### config.mk
export PLATFORM = sky130hd
export DESIGN_NAME = vtc_trim_counter
export DESIGN_NICKNAME = d
export VERILOG_FILES = /design/src/hdl/vtc_pkg.sv /design/src/hdl/vtc_trim_counter.sv
export SDC_FILE = /design/constraint.sdc
export NUM_CORES = 1
export LEC_CHECK = 0
export BUFFER_PORTS_ARGS = -buffer_cell sky130_fd_sc_hd__clkbuf_2
export CORE_UTILIZATION = 44
export DETAILED_ROUTE_END_ITERATION = 10
export GPL_TIMING_DRIVEN = 0
export PLACE_DENSITY = 0.7
export SYNTH_ARGS = -nofsm -noshare
export SYNTH_HDL_FRONTEND = slang
export SYNTH_SLANG_ARGS = --single-unit
### constraint.sdc
create_clock -name clock -period 1.87 [get_ports clock]
set_clock_uncertainty 0.05 [all_clocks]
set_input_delay 0.2805 -clock clock [delete_from_list [all_inputs] [get_ports clock]]
set_output_delay 0.2805 -clock clock [all_outputs]
set_load 0.1 [all_outputs]
### src/hdl/vtc_pkg.sv
package vtc_pkg;
    // Clock rate
    localparam int unsigned CLK_HZ          = 10_000_000;
    // Pulse qualification time, microseconds
    localparam int unsigned QUAL_US         = 200;
    // Reject time for short pulses, microseconds
    localparam int unsigned REJECT_US       = 20;
    // Programming cycle upper bound, milliseconds
    localparam int unsigned PROG_MS         = 100;
    // Cycle counts (least times round down)
    localparam int unsigned QUAL_CYC =
        (QUAL_US * (CLK_HZ / 1_000_000));
    localparam int unsigned REJECT_CYC =
        (REJECT_US * (CLK_HZ / 1_000_000));
    // Longest time rounds down; this is a parameter default
    localparam int unsigned PROG_CYC =
        (PROG_MS * (CLK_HZ / 1_000));
    // Counter geometry
    localparam int unsigned CODE_W          = 7;
    localparam logic [6:0]  CODE_MIN        = 7'h00;
    localparam logic [6:0]  CODE_MAX        = 7'h7f;
    // Width of the pulse timer
    localparam int unsigned TMR_W           = 12;

    // Control pin level bands from the analog comparators
    typedef enum logic [1:0] {
        VTC_BAND_MID  = 2'b00,
        VTC_BAND_LOW  = 2'b01,
        VTC_BAND_HIGH = 2'b11,
        VTC_BAND_PROG = 2'b10
    } vtc_band_t;

    // Pulse tracker states, Gray order
    typedef enum logic [1:0] {
        VTC_ST_IDLE  = 2'b00,
        VTC_ST_PULSE = 2'b01,
        VTC_ST_WAIT  = 2'b11
    } vtc_state_t;

    // Memory write request carrier
    typedef struct packed {
        logic       wr;
        logic [6:0] data;
    } vtc_nvm_wr_t;
endpackage : vtc_pkg

### src/hdl/vtc_trim_counter.sv
`timescale 1ns/100ps
`default_nettype none
// Functional notes
// - Gated low pulse over 200us increments
// - Gated high pulse over 200us decrements
// - Pulses under 20us never count
// - First pulse after power-up never counts; a held program one still writes
// - Counter saturates at both ends
// - Counter drives the current DAC code
// - Counter loads from memory at power-on
// - Program band starts a memory write
// - Programming finishes within 100ms
// - Programming stores present counter value
// - Gate low when a pulse ends inhibits counting
module vtc_trim_counter #(
    parameter int unsigned PROG_CYCLES = vtc_pkg::PROG_CYC
) (
    input  wire logic                clock,
    input  wire logic                srst,
    input  wire vtc_pkg::vtc_band_t  trim_control_pin,
    input  wire logic                count_gate,
    input  wire logic [6:0]          nvm_rd_data,
    output var  logic [6:0]          sink_current_output,
    output var  vtc_pkg::vtc_nvm_wr_t nvm_wr,
    output var  logic                prog_busy
);
    // Pulse tracker state
    vtc_pkg::vtc_state_t   st_q, st_d;
    // Band of the pulse in progress; program band wins once seen
    vtc_pkg::vtc_band_t    pb_q, pb_d;
    // Pulse length timer, saturating
    // Twelve bits reach past the qualify count with room to spare
    logic [11:0]           tmr_q, tmr_d;
    // Set once the first pulse has been swallowed
    // Only reset clears it, as only power-on can
    logic                  armed_q, armed_d;
    // Counter holds memory value after load
    logic                  loaded_q, loaded_d;
    // Trim counter, the setting minus one
    logic [6:0]            cnt_q, cnt_d;
    // Programming cycle timer
    // Wide enough for the full programming time at any sane clock
    logic [31:0]           ptm_q, ptm_d;
    // Programming cycle running; freezes the counter
    logic                  busy_q, busy_d;
    // Next memory write request; the output flop is the only copy
    vtc_pkg::vtc_nvm_wr_t  wr_d;

    // Timer at or past a cycle threshold
    // Timer is widened so the compare is done at 32 bits
    function automatic logic tmr_ge(input logic [11:0] t,
                                    input int unsigned n);
        tmr_ge = ({20'h0, t} >= n);
    endfunction : tmr_ge

    // Saturating one-step move of the trim code
    // Ends hold their value so repeated requests never wrap
    // Shared by both count directions
    function automatic logic [6:0] step_code(input logic [6:0] c,
                                             input logic       up);
        if (up) begin
            // Count up unless already at the top
            step_code = (c == vtc_pkg::CODE_MAX) ? c : c + 7'h01;
        end else begin
            // Count down unless already at the bottom
            step_code = (c == vtc_pkg::CODE_MIN) ? c : c - 7'h01;
        end
    endfunction : step_code

    // Pulse tracking, counting and programming
    // One block so every next value sees the same pulse end
    always_comb begin
        // Hold everything by default
        st_d     = st_q;
        pb_d     = pb_q;
        tmr_d    = tmr_q;
        armed_d  = armed_q;
        // Load happens once, in the first cycle out of reset
        loaded_d = 1'b1;
        cnt_d    = cnt_q;
        ptm_d    = ptm_q;
        busy_d   = busy_q;
        // Write strobe idles low; data tracks the counter
        wr_d     = '{wr: 1'b0, data: cnt_q};
        // Memory value taken as it stands after reset
        // power-on load
        if (!loaded_q) begin
            cnt_d = nvm_rd_data;
        end
        // Timer saturates so long pulses stay qualified
        if (tmr_q != 12'hfff) begin
            tmr_d = tmr_q + 12'h001;
        end
        // Pulse tracker
        case (st_q)
            // Pin at mid, waiting for a pulse
            vtc_pkg::VTC_ST_IDLE: begin
                // Any departure from mid starts a pulse
                if (trim_control_pin != vtc_pkg::VTC_BAND_MID) begin
                    st_d  = vtc_pkg::VTC_ST_PULSE;
                    // Remember which way the pulse went
                    pb_d  = trim_control_pin;
                    // First cycle off mid already counts
                    tmr_d = 12'h001;
                end
            end
            // Pin off mid, pulse length being measured
            vtc_pkg::VTC_ST_PULSE: begin
                // A slow edge to program passes through high first
                // program band overrides count band
                if (trim_control_pin == vtc_pkg::VTC_BAND_PROG) begin
                    pb_d = vtc_pkg::VTC_BAND_PROG;
                end
                if (trim_control_pin == vtc_pkg::VTC_BAND_MID) begin
                    // Pulse ended; decide on its length
                    st_d = vtc_pkg::VTC_ST_IDLE;
                    // Comparators may wake in any band, so no count
                    // swallow first pulse
                    armed_d = 1'b1;
                    // One threshold; the 20 to 200us gap is undefined
                    // Gate is looked at only where the pulse ends
                    // qualify at 200us; shorter ones drop
                    if (armed_q && !busy_q && count_gate &&
                        tmr_ge(tmr_q, vtc_pkg::QUAL_CYC)) begin
                        // low pulse counts up, at max holds
                        if (pb_q == vtc_pkg::VTC_BAND_LOW) begin
                            cnt_d = step_code(cnt_q, 1'b1);
                        end
                        // high pulse counts down, at min holds
                        if (pb_q == vtc_pkg::VTC_BAND_HIGH) begin
                            cnt_d = step_code(cnt_q, 1'b0);
                        end
                        // A program band pulse never counts
                    end
                end else if (pb_q == vtc_pkg::VTC_BAND_PROG &&
                             trim_control_pin ==
                             vtc_pkg::VTC_BAND_PROG &&
                             tmr_ge(tmr_q, vtc_pkg::QUAL_CYC) &&
                             !busy_q) begin
                    // Still off mid: a held program level writes
                    // held program level starts a write
                    wr_d   = '{wr: 1'b1, data: cnt_q};
                    busy_d = 1'b1;
                    // Programming time counted from the strobe
                    ptm_d  = 32'h0;
                    // One write per program pulse, however long
                    st_d   = vtc_pkg::VTC_ST_WAIT;
                end
            end
            // Program pulse used; wait for pin to return mid
            vtc_pkg::VTC_ST_WAIT: begin
                // Return to mid ends the pulse without a count
                if (trim_control_pin == vtc_pkg::VTC_BAND_MID) begin
                    st_d    = vtc_pkg::VTC_ST_IDLE;
                    // A program pulse can be the first one; it writes all the same
                    armed_d = 1'b1;
                end
            end
            // Unused code falls back to idle
            default: st_d = vtc_pkg::VTC_ST_IDLE;
        endcase
        // Busy lasts exactly the programming cycle count
        // bounded programming time
        if (busy_q) begin
            ptm_d = ptm_q + 32'h1;
            // Final cycle of the count drops busy
            if (ptm_q >= PROG_CYCLES - 1) begin
                busy_d = 1'b0;
            end
        end
    end

    // Register all state; outputs are flops
    // Sync reset stands in for power-on
    always_ff @(posedge clock) begin
        if (srst) begin
            // Idle, unarmed, and waiting to load the counter
            st_q     <= vtc_pkg::VTC_ST_IDLE;
            pb_q     <= vtc_pkg::VTC_BAND_MID;
            tmr_q    <= 12'h000;
            armed_q  <= 1'b0;
            loaded_q <= 1'b0;
            cnt_q    <= 7'h00;
            ptm_q    <= 32'h0;
            busy_q   <= 1'b0;
        end else begin
            // Next values only; all decisions sit above
            st_q     <= st_d;
            pb_q     <= pb_d;
            tmr_q    <= tmr_d;
            armed_q  <= armed_d;
            loaded_q <= loaded_d;
            cnt_q    <= cnt_d;
            ptm_q    <= ptm_d;
            busy_q   <= busy_d;
        end
    end

    // Fed from the next values so pins agree with the state flops
    // Costs a few duplicate flops but keeps every output registered
    // DAC code straight from counter
    always_ff @(posedge clock) begin
        if (srst) begin
            // Zero code, no write and idle during reset
            sink_current_output <= 7'h00;
            nvm_wr              <= '0;
            prog_busy           <= 1'b0;
        end else begin
            // Code is the setting minus one, 0 to 127
            sink_current_output <= cnt_d;
            nvm_wr              <= wr_d;
            prog_busy           <= busy_d;
        end
    end
endmodule : vtc_trim_counter
`default_nettype wire

==> summary.md <==
| Metric | Value |
|---|---|
| Post-synthesis instance area | 3379 um2 |
| Area added between synthesis and finish | 26.29% |
| Wire length after detailed routing | between 8 and 9 mm |
| Number of rows created at floorplan | 31 |
| XOR/XNOR Fraction of Synth Area | around 3.6% |
| Setup TNS Final | -0.06226 ns |
| Final min period | approximately 1.9 ns |
| Syn Area/Cell | 8.223 um2 |
| Remaining antenna violation count | 0 |
| Result of the run | finished with violations |
| Simple-gate share of the synthesized area | about a third |
| Hold WC Path Type | input pin to register |
| Number of cells on the worst reg-to-reg path | 6 |
| GRT Total Usage | around 22% |
| Routed vias/inst | ~6 |
| GR Overflow Total | 0 |
| Terminating pin of the worst hold path | pb_q[1] |
| Number of failing hold endpoints at the final stage | 0 |
| Worst r2r dst | sink_current_output[2] |
| Register-to-Register Setup Slack | -0.03 ns |
| Post-synthesis net count | approximately 430 |
| Post-Place Worst Slack | -0.4146 ns |
| Clock Latency Late Sink | around 0.35 ns |
| Routed WL per cell | about 15 um |
| Max-slew headroom at the worst pin | between 60% and 70% |
| Number of max-capacitance violations reported | 0 |
| Worst endpoint required time | approximately 2.1 ns |
| Yosys warns | 0 |
| Initial DRC count | 140 |
| Share of the core filled with cells in the final layout | approximately three fifths |
| Worst vdd rail ir drop | 0.0004744 V |
| Die outline height | between 80 and 90 um |
| Synth Area in Adders | roughly 2.2% |
| Clock slew at the register clock pins of the worst setup and hold paths | approximately 0.080 ns |
| Least setup slack across all paths after layout | -0.02989 ns |
| Portion of the post-synthesis area used by sequential elements | 39.10% |
| Start of the worst register-to-register path | sink_current_output[2] |
| Number of ports placed on the die boundary | 28 |
| Wire length of the first global-routing pass | roughly 14 mm |
| Root buffer cell | sky130_fd_sc_hd__clkbuf_8 |
| Crit share post-route | 101.6% |
| Proportion of layout cells with a drive suffix above 1 | 27.56% |
| Die area | roughly 8000 um2 |
| HPWL reported at the end of detailed placement | around 5.6 mm |
| Number of register bits inferred by synthesis | 66 |
| Worst min-delay path startpoint | trim_control_pin[1] |
| Kind of critical path | register to register |
| Achievable frequency | roughly 0.53 GHz |
| Remaining routing DRC violations | 0 |
| Largest family of logic cells by synthesized area | simple AND/OR/NAND/NOR gates |
| Number of CTS-inserted buffers | 9 |
| Cells after synthesis | between 400 and 500 |
| Async set-or-reset flop fraction in the synthesized netlist | 0% |
| Number of vias in the routed layout | about 3.4k |
| Count of cells along the worst hold path | 3 |
| Maximum number of pins on one net before global-route repair | 13 |
| Endpoint type of the worst setup path | register |
| CTS tree | done |
| Violated checks | negative setup slack |
| Number of antenna violations at the first check in global routing | 0 |
| Antenna diode instance count | 0 |
| Max-slew violation total from the final report | 0 |
| Power density over the cells | between 700 and 800 nW/um2 |
| Number of global-route vias before repair | ~2.9k |
| Starting density of the core | a little under half |
| Arrival time worst endpoint | roughly 2.1 ns |
| Maximum count of clock buffers along a single path | 2 |
| Layout net count | 481 |
| Multiplexer share of the synthesized area | between 1.5 and 2% |
| Maximum level of the CTS H-tree | 3 |
| Setup-failing EPs final | 3 |
| Drt first pass iters | 5 |
| # hold bufs at CTS | 0 |
| Routability congestion estimate from global placement | approximately 0.86 |
| Number of sinks on the clock net | 66 |
| Synth Flop Type | sky130_fd_sc_hd__dfxtp_1 |
| Launching element type of the critical path | register |
| Complex-gate fraction of the synthesized area | between 10% and 20% |
| EDFF count, synth | 0 |
| Die width | 89.64 um |
| Highest fanout seen on the critical path | 10 |
| Static power due to leakage | about 1.5 nW |
| Number of input and output port buffers inserted | 26 |
| Transition at the pin with the smallest max-transition slack | about 0.56 ns |
| Core region area | 7331 um2 |
| Number of different library cells in the post-synthesis netlist | between 60 and 70 |
| RSZ-0062 raised after global routing | true |
==> power breakdown <==
group	switching [mW]	internal, mW
clock network	0.586	0.873
logic	0.242	0.0835
registers	0.0319	1.42
==> cells by family (layout without fill, tap and decap cells) <==
family / after synthesis / in the layout
simple gates: 193 / 193
fa+ha+maj: 6 / 6
compound gates: 95 / 95
flops: 66 / 66
xor+xnor: 14 / 14
mux: 5 / 5
buf+inv: 32 / 89
==> cells in the mapped netlist (3+ instances only) <==
master	count	share of area [%]
sky130_fd_sc_hd__clkbuf_1	12	1.3
sky130_fd_sc_hd__dfxtp_1	66	39
sky130_fd_sc_hd__nand3_1	30	4.4
sky130_fd_sc_hd__or3_1	10	1.9
sky130_fd_sc_hd__nand3_2	4	1.2
sky130_fd_sc_hd__or2_2	3	0.56
sky130_fd_sc_hd__nand4_1	14	2.6
sky130_fd_sc_hd__a311oi_1	4	1.0
sky130_fd_sc_hd__ha_1	6	2.2
sky130_fd_sc_hd__xor2_1	11	2.9
sky130_fd_sc_hd__nand2b_1	5	0.93
sky130_fd_sc_hd__mux2i_1	4	1.2
sky130_fd_sc_hd__xnor2_1	3	0.78
sky130_fd_sc_hd__nand2_1	30	3.3
sky130_fd_sc_hd__nor3_1	16	2.4
sky130_fd_sc_hd__or2_0	3	0.56
sky130_fd_sc_hd__o211ai_1	13	2.9
sky130_fd_sc_hd__a21oi_1	40	5.9
sky130_fd_sc_hd__o21ai_0	13	1.9
sky130_fd_sc_hd__inv_1	16	1.8
sky130_fd_sc_hd__or4_1	7	1.6
sky130_fd_sc_hd__nor4_1	8	1.5
sky130_fd_sc_hd__and3_1	6	1.1
sky130_fd_sc_hd__nor2_1	35	3.9
sky130_fd_sc_hd__nor2b_1	6	1.1
==> per-layer routing <==
metal,share of wire [%],GRT usage [%],vias up
met3,5.7,6.033,20
met2,50,37.33,118
met4,2.4,9.668,0
met5,0,0,-
met1,42,26.73,1585
li1,-,-,1630
==> worst max-delay path, cell delays in order, from the launching register on <==
cell                      delay [ns]
sky130_fd_sc_hd__dfxtp_4        0.35
sky130_fd_sc_hd__buf_6          0.13
sky130_fd_sc_hd__or4_4          0.46
sky130_fd_sc_hd__or3_4          0.37
sky130_fd_sc_hd__a21oi_4        0.19
sky130_fd_sc_hd__a32oi_1        0.13
sky130_fd_sc_hd__a21oi_1        0.14
==> worst max-delay path by stage <==
stage	from	to	slack, ns	cells after the start
floorplan	sink_current_output[0]	sink_current_output[5]	-0.05	7
global placement	tmr_q[4]	sink_current_output[6]	-0.37	5
detailed placement	tmr_q[4]	ptm_q[19]	-0.41	6
CTS	sink_current_output[5]	sink_current_output[2]	-0.01	5
global route	sink_current_output[0]	sink_current_output[5]	-0.12	6
finish	sink_current_output[2]	sink_current_output[2]	-0.03	6
==> state kept, by name, indices dropped and copies added (netlist names) <==
| name | count |
|---|---|
| armed_q | 1 |
| loaded_q | 1 |
| nvm_wr | 8 |
| pb_q | 2 |
| prog_busy | 1 |
| ptm_q | 32 |
| sink_current_output | 7 |
| st_q | 2 |
| tmr_q | 12 |
==> what timing repair did <==
item                       4_1_cts  5_1_grt
buffers inserted                 3       13
gates resized for setup         31       33
setup endpoints to repair       48       30
pin swaps                        3       15
==> cells in the final DEF (no fill, tap or decap), types with 9 or more instances in the layout <==
master and instances:
sky130_fd_sc_hd__nand4_1 14, sky130_fd_sc_hd__buf_4 13, sky130_fd_sc_hd__o21ai_0 13, sky130_fd_sc_hd__dfxtp_2 13, sky130_fd_sc_hd__dfxtp_4 12, sky130_fd_sc_hd__nor2_1 32
sky130_fd_sc_hd__clkbuf_8 10, sky130_fd_sc_hd__nor3_1 14, sky130_fd_sc_hd__xor2_1 11, sky130_fd_sc_hd__clkbuf_2 27, sky130_fd_sc_hd__clkbuf_1 9, sky130_fd_sc_hd__nand2_1 30
sky130_fd_sc_hd__nand3_1 26, sky130_fd_sc_hd__dfxtp_1 41, sky130_fd_sc_hd__o211ai_1 13, sky130_fd_sc_hd__a21oi_1 38, sky130_fd_sc_hd__inv_1 16, sky130_fd_sc_hd__or3_1 9
==> area by class of cell <==
cell class / count / area, um2
buffer: 13 / 65.06
clock buffer: 11 / 162.7
clock inverter: 5 / 82.58
fill: 648 / 3063
inverter: 18 / 67.56
multi-input combinational: 313 / 2122
sequential: 66 / 1383
tap: 99 / 123.9
timing repair buffer: 42 / 261.5
==> stage by stage <==
stage / total power [mW] / hold slack, ns / std cells / instance area [um2]
2_1_floorplan: 1.725 / 0.3479 / 411 / 3412
3_3_place_gp: 1.788 / 0.3934 / 536 / 3666
3_5_place_dp: 1.793 / 0.4114 / 536 / 3666
4_1_cts: 3.244 / 0.2065 / 554 / 4084
5_1_grt: 3.342 / 0.2143 / 567 / 4268
6_report: 3.237 / 0.2149 / 567 / 4268
Power figures use the tool's default switching activity.
